File: src/pkg/fsu_pkg.sv
// shared constants and types of the flexible serial unit
package fsu_pkg;

    // register byte offsets on the avalon slave
    localparam logic [4:0] FSU_OFS_CTRL = 5'h00;
    localparam logic [4:0] FSU_OFS_STAT = 5'h04;
    localparam logic [4:0] FSU_OFS_DATA = 5'h08;
    localparam logic [4:0] FSU_OFS_PORT = 5'h0C;
    localparam logic [4:0] FSU_OFS_PINS = 5'h10;

    // serial_if_control fields
    localparam int FSU_CTRL_STRT_IE = 7;
    localparam int FSU_CTRL_OVF_IE = 6;
    localparam int FSU_CTRL_WM_LSB = 4;
    localparam int FSU_CTRL_CS_LSB = 2;
    localparam int FSU_CTRL_CLK = 1;
    localparam int FSU_CTRL_TGL = 0;

    // status fields
    localparam int FSU_STAT_START = 7;
    localparam int FSU_STAT_OVF = 6;
    localparam int FSU_STAT_CNT_LSB = 0;

    // pin indices inside port, direction and pins registers
    localparam int FSU_PIN_DOUT = 0;
    localparam int FSU_PIN_SDA = 1;
    localparam int FSU_PIN_SCL = 2;
    localparam int FSU_PORT_DDR_LSB = 4;

    // wire modes
    localparam logic [1:0] FSU_WM_OFF = 2'h0;
    localparam logic [1:0] FSU_WM_THREE = 2'h1;
    localparam logic [1:0] FSU_WM_TWO = 2'h2;
    localparam logic [1:0] FSU_WM_TWO_HOLD = 2'h3;

    // clock sources
    localparam logic [1:0] FSU_CS_SOFT = 2'h0;
    localparam logic [1:0] FSU_CS_TIMER = 2'h1;

    // reset values and counter maximum
    localparam logic [7:0] FSU_RST_CTRL = 8'h00;
    localparam logic [7:0] FSU_RST_DATA = 8'h00;
    localparam logic [2:0] FSU_RST_PORT = 3'h0;
    localparam logic [2:0] FSU_RST_DDR = 3'h0;
    localparam logic [3:0] FSU_RST_CNT = 4'h0;
    localparam logic [3:0] FSU_CNT_MAX = 4'hF;

    typedef enum logic [1:0] {
        FSU_BUS_IDLE = 2'b00,
        FSU_BUS_ACK = 2'b01
    } fsu_bus_e;

endpackage

File: src/logic/fsu_sync.sv
// two-flop synchroniser with edge detection for pin inputs
`timescale 1ns/1ps
module fsu_sync #(
    parameter int W = 2
) (
    input wire logic clk_sys,
    input wire logic rst,
    input wire logic [W-1:0] pin_i,
    output logic [W-1:0] level,
    output logic [W-1:0] rise,
    output logic [W-1:0] fall
);
    typedef struct packed {
        logic [W-1:0] meta;
        logic [W-1:0] sync;
        logic [W-1:0] prev;
    } fsu_sync_s;

    fsu_sync_s q;
    fsu_sync_s d;

    always_comb begin
        d = q;
        d.meta = pin_i;
        d.sync = q.meta;
        d.prev = q.sync;
    end

    always_ff @(posedge clk_sys) begin
        if (rst) begin
            // idle bus lines sit high, so no false edge after reset
            q <= '1;
        end else begin
            q <= d;
        end
    end

    // edges look at the second and third stage only
    assign level = q.sync;
    assign rise = q.sync & ~q.prev;
    assign fall = ~q.sync & q.prev;
endmodule

File: src/logic/fsu_counter.sv
// four-bit step counter with load and wrap pulse
`timescale 1ns/1ps
module fsu_counter (
    input wire logic clk_sys,
    input wire logic rst,
    input wire logic step,
    input wire logic load,
    input wire logic [3:0] load_val,
    output logic [3:0] count,
    output logic wrap
);
    typedef struct packed {
        logic [3:0] cnt;
    } fsu_cnt_s;

    fsu_cnt_s q;
    fsu_cnt_s d;

    always_comb begin
        d = q;
        // a software load wins over a clock in the same cycle
        if (load) begin
            d.cnt = load_val;
        end else if (step) begin
            d.cnt = q.cnt + 4'h1;
        end
    end

    always_ff @(posedge clk_sys) begin
        if (rst) begin
            q.cnt <= fsu_pkg::FSU_RST_CNT;
        end else begin
            q <= d;
        end
    end

    assign count = q.cnt;
    // wrap on 15 to 0
    assign wrap = step & ~load & (q.cnt == fsu_pkg::FSU_CNT_MAX);
endmodule

File: src/logic/fsu_top.sv
// wire mode, clock source and pin logic of the flexible serial unit
`timescale 1ns/1ps
module fsu_top (
    input wire logic clk_sys,
    input wire logic rst,
    input wire logic [4:0] avs_address,
    input wire logic avs_read,
    input wire logic avs_write,
    input wire logic [31:0] avs_writedata,
    input wire logic [3:0] avs_byteenable,
    output logic [31:0] avs_readdata,
    output logic avs_waitrequest,
    input wire logic timer_match,
    input wire logic sda_in,
    output logic sda_out,
    output logic sda_oe,
    input wire logic scl_in,
    output logic scl_out,
    output logic scl_oe,
    output logic dout_out,
    output logic dout_oe,
    output logic [2:0] pullup_en
);
    typedef struct packed {
        fsu_pkg::fsu_bus_e bus;
        logic [31:0] rdata;
        logic [7:0] ctrl;
        logic [7:0] sr;
        logic do_latch;
        logic latch_open;
        logic start_flag;
        logic ovf_flag;
        logic [2:0] port;
        logic [2:0] ddr;
    } fsu_top_s;

    fsu_top_s q;
    fsu_top_s d;

    logic [1:0] pin_level;
    logic [1:0] pin_rise;
    logic [1:0] pin_fall;
    logic sda_lvl;
    logic scl_lvl;
    logic scl_rise;
    logic scl_fall;
    logic scl_edge;
    logic sda_fall;

    logic [3:0] count;
    logic wrap;

    logic req;
    logic wr_go;
    logic wr_ctrl;
    logic wr_stat;
    logic wr_data;
    logic wr_port;
    logic sw_strobe;
    logic tc_strobe;

    logic [1:0] wm;
    logic [1:0] cs;
    logic clk_sel;
    logic two_wire;

    logic timer_step;
    logic ext_shift_edge;
    logic ext_latch_edge;
    logic shift_step;
    logic cnt_step;
    logic start_set;
    logic clk_hold;
    logic dout_val;
    logic [31:0] read_mux;

    fsu_sync #(
        .W(2)
    ) u_sync (
        .clk_sys(clk_sys),
        .rst(rst),
        .pin_i({scl_in, sda_in}),
        .level(pin_level),
        .rise(pin_rise),
        .fall(pin_fall)
    );

    assign sda_lvl = pin_level[0];
    assign scl_lvl = pin_level[1];
    assign sda_fall = pin_fall[0];
    assign scl_rise = pin_rise[1];
    assign scl_fall = pin_fall[1];
    assign scl_edge = scl_rise | scl_fall;

    // any status write reloads the counter
    fsu_counter u_counter (
        .clk_sys(clk_sys),
        .rst(rst),
        .step(cnt_step),
        .load(wr_stat),
        .load_val(avs_writedata[3:0]),
        .count(count),
        .wrap(wrap)
    );

    assign wm = q.ctrl[fsu_pkg::FSU_CTRL_WM_LSB +: 2];
    assign cs = q.ctrl[fsu_pkg::FSU_CTRL_CS_LSB +: 2];
    assign clk_sel = q.ctrl[fsu_pkg::FSU_CTRL_CLK];
    assign two_wire = wm[1];

    // one wait state: request seen, then answered next cycle
    assign req = avs_read | avs_write;
    assign avs_waitrequest = req & (q.bus != fsu_pkg::FSU_BUS_ACK);
    assign avs_readdata = q.rdata;

    // writes land only on the cycle waitrequest is low
    assign wr_go = avs_write & (q.bus == fsu_pkg::FSU_BUS_ACK) & avs_byteenable[0];
    assign wr_ctrl = wr_go & (avs_address == fsu_pkg::FSU_OFS_CTRL);
    assign wr_stat = wr_go & (avs_address == fsu_pkg::FSU_OFS_STAT);
    assign wr_data = wr_go & (avs_address == fsu_pkg::FSU_OFS_DATA);
    assign wr_port = wr_go & (avs_address == fsu_pkg::FSU_OFS_PORT);

    // strobe only with software source, taken from the same write
    assign sw_strobe = wr_ctrl & avs_writedata[fsu_pkg::FSU_CTRL_CLK]
        & (avs_writedata[fsu_pkg::FSU_CTRL_CS_LSB +: 2] == fsu_pkg::FSU_CS_SOFT);
    assign tc_strobe = wr_ctrl & avs_writedata[fsu_pkg::FSU_CTRL_TGL];

    // shift edge chosen by lower source bit
    assign ext_shift_edge = cs[1] & (cs[0] ? scl_fall : scl_rise);
    // output side uses the opposite edge
    assign ext_latch_edge = cs[1] & (cs[0] ? scl_rise : scl_fall);

    // timer match ignores the strobe bit
    assign timer_step = (cs == fsu_pkg::FSU_CS_TIMER) & timer_match;

    // every source is a single-cycle pulse, so one shift per event
    assign shift_step = sw_strobe
        | timer_step
        | ext_shift_edge;

    // both edges count unless the strobe bit selects toggle clocking
    // toggle strobe clocks the counter in external mode
    assign cnt_step = sw_strobe
        | timer_step
        | (cs[1] & ~clk_sel & scl_edge)
        | (cs[1] & clk_sel & tc_strobe);

    // start detection only in the two-wire modes
    // external clock edges still raise the flag outside the two-wire modes, in wire modes 00 and 01, unless toggle clocking is selected
    assign start_set = (two_wire & sda_fall & scl_lvl)
        | (~two_wire & cs[1] & ~clk_sel & scl_edge);

    // overflow hold only in mode 11
    // hold only bites with the clock driver enabled, gated below
    assign clk_hold = two_wire
        & (q.start_flag | ((wm == fsu_pkg::FSU_WM_TWO_HOLD) & q.ovf_flag));

    // internal sources see the msb directly
    always_comb begin
        if (cs[1]) begin
            dout_val = q.do_latch;
        end else begin
            dout_val = q.sr[7];
        end
    end

    always_comb begin
        read_mux = 32'h0000_0000;
        case (avs_address)
            fsu_pkg::FSU_OFS_CTRL: begin
                // strobe bits read back as zero
                read_mux[7:0] = {q.ctrl[7:2], 2'h0};
            end
            fsu_pkg::FSU_OFS_STAT: begin
                read_mux[fsu_pkg::FSU_STAT_START] = q.start_flag;
                read_mux[fsu_pkg::FSU_STAT_OVF] = q.ovf_flag;
                read_mux[fsu_pkg::FSU_STAT_CNT_LSB +: 4] = count;
            end
            fsu_pkg::FSU_OFS_DATA: begin
                read_mux[7:0] = q.sr;
            end
            fsu_pkg::FSU_OFS_PORT: begin
                read_mux[fsu_pkg::FSU_PORT_DDR_LSB +: 3] = q.ddr;
                read_mux[2:0] = q.port;
            end
            fsu_pkg::FSU_OFS_PINS: begin
                read_mux[fsu_pkg::FSU_PIN_SDA] = sda_lvl;
                read_mux[fsu_pkg::FSU_PIN_SCL] = scl_lvl;
            end
            default: begin
                read_mux = 32'h0000_0000;
            end
        endcase
    end

    always_comb begin
        d = q;

        case (q.bus)
            fsu_pkg::FSU_BUS_IDLE: begin
                if (req) begin
                    d.bus = fsu_pkg::FSU_BUS_ACK;
                    d.rdata = read_mux;
                end
            end
            fsu_pkg::FSU_BUS_ACK: begin
                d.bus = fsu_pkg::FSU_BUS_IDLE;
            end
            default: begin
                d.bus = fsu_pkg::FSU_BUS_IDLE;
            end
        endcase

        // strobe bit kept as source select, toggle bit never stored
        if (wr_ctrl) begin
            d.ctrl = {avs_writedata[7:1], 1'b0};
        end

        // a write in the same cycle as a clock wins, no shift
        if (wr_data) begin
            d.sr = avs_writedata[7:0];
        end else if (shift_step) begin
            // synchronised input is the pin sample from two cycles back
            d.sr = {q.sr[6:0], sda_lvl};
        end

        // latch opens after the output edge, closes at sampling edge
        if (ext_latch_edge) begin
            d.latch_open = 1'b1;
            d.do_latch = q.sr[7];
        end else if (ext_shift_edge) begin
            d.latch_open = 1'b0;
        end else if (q.latch_open) begin
            d.do_latch = q.sr[7];
        end

        // set wins over a write-one clear
        if (wr_stat & avs_writedata[fsu_pkg::FSU_STAT_START]) begin
            d.start_flag = 1'b0;
        end
        if (start_set) begin
            d.start_flag = 1'b1;
        end
        // wrap sets overflow, again ahead of a clear
        if (wr_stat & avs_writedata[fsu_pkg::FSU_STAT_OVF]) begin
            d.ovf_flag = 1'b0;
        end
        if (wrap) begin
            d.ovf_flag = 1'b1;
        end

        if (wr_port) begin
            d.port = avs_writedata[2:0];
            d.ddr = avs_writedata[fsu_pkg::FSU_PORT_DDR_LSB +: 3];
        end
        // toggle strobe flips the clock port bit in any direction
        if (tc_strobe) begin
            d.port[fsu_pkg::FSU_PIN_SCL] = ~q.port[fsu_pkg::FSU_PIN_SCL];
        end
    end

    always_ff @(posedge clk_sys) begin
        if (rst) begin
            q.bus <= fsu_pkg::FSU_BUS_IDLE;
            q.rdata <= 32'h0000_0000;
            q.ctrl <= fsu_pkg::FSU_RST_CTRL;
            q.sr <= fsu_pkg::FSU_RST_DATA;
            q.do_latch <= 1'b0;
            q.latch_open <= 1'b0;
            q.start_flag <= 1'b0;
            q.ovf_flag <= 1'b0;
            q.port <= fsu_pkg::FSU_RST_PORT;
            q.ddr <= fsu_pkg::FSU_RST_DDR;
        end else begin
            q <= d;
        end
    end

    always_comb begin
        // default is ordinary port behaviour on all three pins
        dout_out = q.port[fsu_pkg::FSU_PIN_DOUT];
        dout_oe = q.ddr[fsu_pkg::FSU_PIN_DOUT];
        sda_out = q.port[fsu_pkg::FSU_PIN_SDA];
        sda_oe = q.ddr[fsu_pkg::FSU_PIN_SDA];
        scl_out = q.port[fsu_pkg::FSU_PIN_SCL];
        scl_oe = q.ddr[fsu_pkg::FSU_PIN_SCL];
        pullup_en = ~q.ddr & q.port;

        case (wm)
            fsu_pkg::FSU_WM_OFF: begin
                // plain port pins, no serial drive
                dout_out = q.port[fsu_pkg::FSU_PIN_DOUT];
            end
            fsu_pkg::FSU_WM_THREE: begin
                // serial bit replaces the port bit
                dout_out = dout_val;
                // input and clock pins left as ports
                sda_out = q.port[fsu_pkg::FSU_PIN_SDA];
                sda_oe = q.ddr[fsu_pkg::FSU_PIN_SDA];
                scl_out = q.port[fsu_pkg::FSU_PIN_SCL];
                scl_oe = q.ddr[fsu_pkg::FSU_PIN_SCL];
            end
            fsu_pkg::FSU_WM_TWO, fsu_pkg::FSU_WM_TWO_HOLD: begin
                // data low on msb or port zero
                sda_out = 1'b0;
                sda_oe = q.ddr[fsu_pkg::FSU_PIN_SDA]
                    & (~dout_val | ~q.port[fsu_pkg::FSU_PIN_SDA]);
                // clock low on port zero or hold
                scl_out = 1'b0;
                scl_oe = q.ddr[fsu_pkg::FSU_PIN_SCL]
                    & (~q.port[fsu_pkg::FSU_PIN_SCL] | clk_hold);
                // no pull-ups on the bus lines
                pullup_en[fsu_pkg::FSU_PIN_SDA] = 1'b0;
                pullup_en[fsu_pkg::FSU_PIN_SCL] = 1'b0;
            end
            default: begin
                dout_out = q.port[fsu_pkg::FSU_PIN_DOUT];
            end
        endcase
    end
endmodule

File: config.mk
export PLATFORM = sky130hd
export DESIGN_NAME = fsu_top
export DESIGN_NICKNAME = d
export VERILOG_FILES = /design/src/pkg/fsu_pkg.sv /design/src/logic/fsu_sync.sv /design/src/logic/fsu_counter.sv /design/src/logic/fsu_top.sv
export SDC_FILE = /design/constraint.sdc
export NUM_CORES = 1
export LEC_CHECK = 0
export BUFFER_PORTS_ARGS = -buffer_cell sky130_fd_sc_hd__clkbuf_2
export CORE_UTILIZATION = 49
export CTS_CLUSTER_DIAMETER = 120
export CTS_CLUSTER_SIZE = 8
export DETAILED_ROUTE_END_ITERATION = 10
export PLACE_DENSITY = 0.82
export SKIP_CTS_REPAIR_TIMING = 1
export SLEW_MARGIN = 20
export SYNTH_ARGS = -nofsm -noshare
export SYNTH_HDL_FRONTEND = slang
export SYNTH_HIERARCHICAL = 1
export SYNTH_SLANG_ARGS = --single-unit
File: constraint.sdc
create_clock -name clk_sys -period 2.2 [get_ports clk_sys]
set_input_delay 0.11 -clock clk_sys [delete_from_list [all_inputs] [get_ports clk_sys]]
set_output_delay 0.11 -clock clk_sys [all_outputs]
set_load 0.1 [all_outputs]
==> results of run 1 <==
[final timing paths]
kind	start	to	slack [ns]	depth (start not counted)
setup / recovery	cs[1]$_SDFFE_PP0N_	sda_oe	0.19	3
hold / removal	avs_writedata[4]	q[22]$_SDFFE_PP0N_	0.08	3
setup reg to reg	u_sync/level[1]$_SDFF_PP1_	u_counter/count[1]$_SDFFE_PP0P_	0.29	8
hold reg to reg	u_sync/d[3]$_SDFF_PP1_	u_sync/level[1]$_SDFF_PP1_	0.41	1
[critical path: cells and delay by family, from the launching register on]
family          cells  cell delay, ns
flops               1            0.53
buf+inv             1            0.47
mux                 1            0.42
compound gates      1            0.18
[registers in the layout, summed over array words and instances, names as in the netlist]
signal / flops
avs_readdata: 8
clk_sel: 1
cs: 2
dout_oe: 1
q: 22
u_counter/count: 4
u_sync/d: 2
u_sync/level: 2
u_sync/q: 2
[metal layers]
layer / part of all wire, % / global-route usage [%] / wire length, um
met4: 2.4 / 10.5 / 134
met3: 6.3 / 3.47 / 349
met2: 49 / 39.1 / 2720
met5: 0 / 0 / 0
met1: 42 / 26.6 / 2320
[layout by cell type, fill, tap and decap left out, drive strengths merged, types with 2 or more instances in the layout]
| cell | n |
|---|---|
| a21oi | 21 |
| a22o | 5 |
| a22oi | 7 |
| a31oi | 5 |
| and3 | 3 |
| buf | 8 |
| clkbuf | 43 |
| conb | 24 |
| dfxtp | 44 |
| dlygate4sd3 | 2 |
| inv | 10 |
| mux2 | 8 |
| mux2i | 21 |
| nand2 | 20 |
| nand2b | 3 |
| nand3 | 2 |
| nand4 | 4 |
| nor2 | 23 |
| nor2b | 12 |
| o21a | 2 |
| o21ai | 3 |
| o2bb2ai | 2 |
| o41ai | 8 |
| or2 | 6 |
| xnor2 | 2 |
[power breakdown]
| group | leakage (nW) | internal, mW | switching, mW |
|---|---|---|---|
| registers | 0.356 | 0.803 | 0.00462 |
| clock network | 0.0501 | 0.326 | 0.264 |
| logic | 0.807 | 0.0422 | 0.260 |
| total | 1.21 | 1.17 | 0.528 |
[stage by stage]
stage	utilization (%)	hold slack (ns)	TNS (ns)
4_1_cts	55.3	-0.0193	0
6_report	55.8	0.0822	0
5_1_grt	55.8	0.109	0
2_1_floorplan	-	0.182	-0.313
3_3_place_gp	53.3	0.288	0
3_5_place_dp	53.3	0.288	0
[area by class of cell]
| type | count | area [um^2] |
|---|---|---|
| Tap cell | 67 | 83.8 |
| Multi-Input combinational cell | 198 | 1280 |
| Sequential cell | 44 | 881 |
| Clock inverter | 1 | 30.0 |
| Timing Repair Buffer | 48 | 270 |
| Fill cell | 443 | 2100 |
| Clock buffer | 5 | 68.8 |
| Inverter | 10 | 37.5 |
==> results_dict.tcl, run 1 <==
set metrics [dict create \
    cts_buffer_depth 2 \
    setup_slack_ns 0.190 \
    rsz0062_at_grt "no" \
    initial_utilization_pct 51.3 \
    yosys_warnings 6 \
    period_needed_ns 2.01 \
    syn_inst 279 \
    drt_first_pass_iters 5 \
    stdcell_count 373 \
    end_kind "primary output" \
    grt_antenna_before_repair 0 \
    drive_above_1_share_pct 21.6 \
    worst_slew_pin_slew_ns 0.857 \
    wl_per_cell_um 14.8 \
    dp.cells 365 \
    grt_usage_pct 22.3 \
    numCtsBuffers 5 \
    rows 25 \
    ios 90 \
    core-area_mm2 0.00475 \
    status "finished, final reports clean" \
    drtIter0Drc 250 \
    total_power_mw 1.70 \
    finalHoldViolCount 0 \
    drt_wl_total_mm 5.52 \
    path_clk_slew_ns 0.08 \
    min_period_over_period_pct 91.3 \
    grt_overflow 0 \
    cts_max_level 2 \
    setup_viol 0 \
    hold_class "input pin to register" \
    syn2layout_area_growth_pct 8.78 \
    antenna_left 0 \
    via_per_inst 5.52 \
    cts_tree "yes" \
    vdd_drop_max_uv 239 \
    clock_latency_ns 0.29 \
    grt_pass1_wl_mm 8.86 \
    nets 356 \
    max_freq_mhz 498 \
    die_area_mm2 0.00526 \
    syn_area_mm2 0.00244 \
    clock_sinks 44 \
    p_leak_nw 1.21 \
    required_ns 2.09 \
    skew_ns 0.00479 \
    cp_max_fo 9 \
    maxCapViolCount 0 \
    die_h_um 72.5 \
    placed_cell_area_mm2 0.00253 \
    path_class "register to primary output" \
    avgSynthCellArea_um2 8.74 \
    cts_root_buffer "clkbuf_8" \
    p_per_area_mw_per_mm2 641 \
    slew_headroom_pct 42.3 \
    final-max-slew-violation-count 0 \
    dp.final_hpwl_mm 3.96 \
    pre_cts_ws_ns 0.180 \
    n_antenna_cell 0 \
    grt_pass1_vias 1876 \
    grt_max_degree 22 \
    routed-via-count 2059 \
    slowest_stage "dfxtp_1" \
    path_cells "mux2_2, a31oi_2, clkbuf_2" \
    drc 0 \
    critPathArrivalTime_ns 1.90 \
    port_buffers 38 \
    die_x_um 72.5 \
    max_stage_delay_ns 0.53 \
    gp_congestion 0.871 \
    cp-start-kind "register" \
    finish.instance_area_mm2 0.00265 \
]
Note: power is estimated with default switching activity, not from simulation.
==> run 2, diff against run 1 <==
==> constraint.sdc (replaced) <==
create_clock -name clk_sys -period 2.2 [get_ports clk_sys]
set_input_delay 0.11 -clock clk_sys [delete_from_list [all_inputs] [get_ports clk_sys]]
set_output_delay 0.11 -clock clk_sys [all_outputs]
set_load 0.005 [all_outputs]
==> run 2 against run 1 <==
Net effect: routed wire length down 6.8%; first-iteration DRC count down 29%; utilization rose by 0.079 points; power decreased by 6.8%; flip-flop and latch count stayed put; sequential power about the same; via count fell by 4.5%; largest power group unchanged.
==> results_dict.tcl, run 2 (synthesis results as in run 1) <==
set metrics [dict create \
    status "finished, final reports clean" \
    tns_ns 0 \
    wl_met1_mm 2.20 \
    skew_ns 0.00415 \
    vdd_drop_max_uv 385 \
    period_needed_ns 1.97 \
    cts_tree "yes" \
    n_antenna_cell 0 \
    stdcell_count 374 \
    grt_antenna_before_repair 0 \
    max_freq_mhz 508 \
    path_clk_slew_ns 0.08 \
    die_area_mm2 0.00526 \
    final_common_cell "dfxtp_1" \
    final_cell_mix "dfxtp_1 (44), clkbuf_2 (38), conb_1 (24)" \
    port_buffers 38 \
    required_ns 2.37 \
    rows 25 \
    p_per_area_mw_per_mm2 596 \
    max_flop_register "q" \
    finalHoldViolCount 0 \
    routed-via-count 1967 \
    grt_overflow 0 \
    path_class "register to register" \
    grt_max_degree 22 \
    cts_root_buffer "clkbuf_8" \
    min_period_over_period_pct 89.5 \
    rsz0062_at_grt "no" \
    cp_num_buf_inv 0 \
    pre_cts_ws_ns 0.237 \
    slowest_stage "dfxtp_1" \
    clock_sinks 44 \
    core-area_mm2 0.00475 \
    drt_wl_total_mm 5.14 \
    die_x_um 72.5 \
    p_leak_nw 1.22 \
    path_cells "nor2b_1, nor2_1, nor3_1, a31oi_1, o21ai_1, mux2_1, mux2i_1, nor2_1" \
    max_stage_delay_ns 0.42 \
    drive_above_1_share_pct 20.2 \
    numCtsBuffers 5 \
    wl_per_cell_um 13.7 \
    drtIter0Drc 177 \
    nets 355 \
    crit_top_cell "nor2_1" \
    highest_layer "met4" \
    cp_max_fo 5 \
    maxCapViolCount 0 \
    antenna_left 0 \
    drc 0 \
    cts_buffer_depth 2 \
    clock_latency_ns 0.29 \
    initial_utilization_pct 51.3 \
    final-max-slew-violation-count 0 \
    dr_wl_met3_um 258 \
    grt_pass1_vias 1773 \
    cts_max_level 2 \
    via_per_inst 5.26 \
    largest_reg_flops 22 \
    setup_viol 0 \
    gp_congestion 0.947 \
    finish.instance_area_mm2 0.00266 \
    end_kind "register" \
    grt_usage_pct 20.5 \
    syn2layout_area_growth_pct 8.93 \
    grt_pass1_wl_mm 8.23 \
    placed_cell_area_mm2 0.00251 \
    worst_slew_pin_slew_ns 0.835 \
    path_delay_family "simple AND/OR/NAND/NOR gates" \
    critPathArrivalTime_ns 2.14 \
    wl_met2_mm 2.59 \
    final_core_util_pct 55.8 \
    dp.cells 364 \
    die_h_um 72.5 \
    drt_first_pass_iters 4 \
    ios 90 \
    slew_headroom_pct 43.8 \
    hold_class "input pin to register" \
    dp.final_hpwl_mm 3.85 \
    setup_slack_ns 0.230 \
    cp-start-kind "register" \
]
==> run 2: layer usage <==
metal	track usage [%]	vias up
met4	8.06	0
met5	0	-
met2	35.9	69
met3	4.17	8
met1	24.7	917
li1	-	973
==> run 2: area by class of cell <==
type | count | area [um^2]
inverter | 10 | 37.5
clock buffer | 7 | 96.3
multi-input combinational | 198 | 1260
tap | 67 | 83.8
fill | 456 | 2100
timing repair buffer | 47 | 263
clock inverter | 1 | 30.0
sequential | 44 | 881
==> run 2: stage by stage <==
| step | hold slack [ns] | power, mW |
|---|---|---|
| after floorplan | 0.182 | 0.920 |
| after global placement | 0.289 | 0.932 |
| after detailed placement | 0.291 | 0.934 |
| after CTS | -0.0195 | 1.59 |
| after global routing | 0.0988 | 1.64 |
| final | 0.0731 | 1.58 |
==> run 2: path summary, 6_finish.rpt <==
check                                                start                              end  slack [ns]  depth (start not counted)
worst min register to register      u_sync/d[2]$_SDFF_PP1_       u_sync/level[0]$_SDFF_PP1_        0.41                          1
worst max register to register  u_sync/level[1]$_SDFF_PP1_  u_counter/count[1]$_SDFFE_PP0P_        0.23                          8
worst min-delay path                      avs_writedata[4]               q[22]$_SDFFE_PP0N_        0.07                          3
worst max-delay path            u_sync/level[1]$_SDFF_PP1_  u_counter/count[1]$_SDFFE_PP0P_        0.23                          8
==> run 2: worst min-delay path: stages <==
cell	delay [ns]
clkbuf_2	0.10
nand2_1	0.06
a21oi_1	0.05
==> run 2: power breakdown <==
part	internal [mW]	leakage, nW	switching [mW]	total [mW]
clock	0.400	0.0645	0.264	0.664
sequential	0.803	0.356	0.00452	0.807
combinational	0.0411	0.802	0.0712	0.112
total	1.24	1.22	0.339	1.58
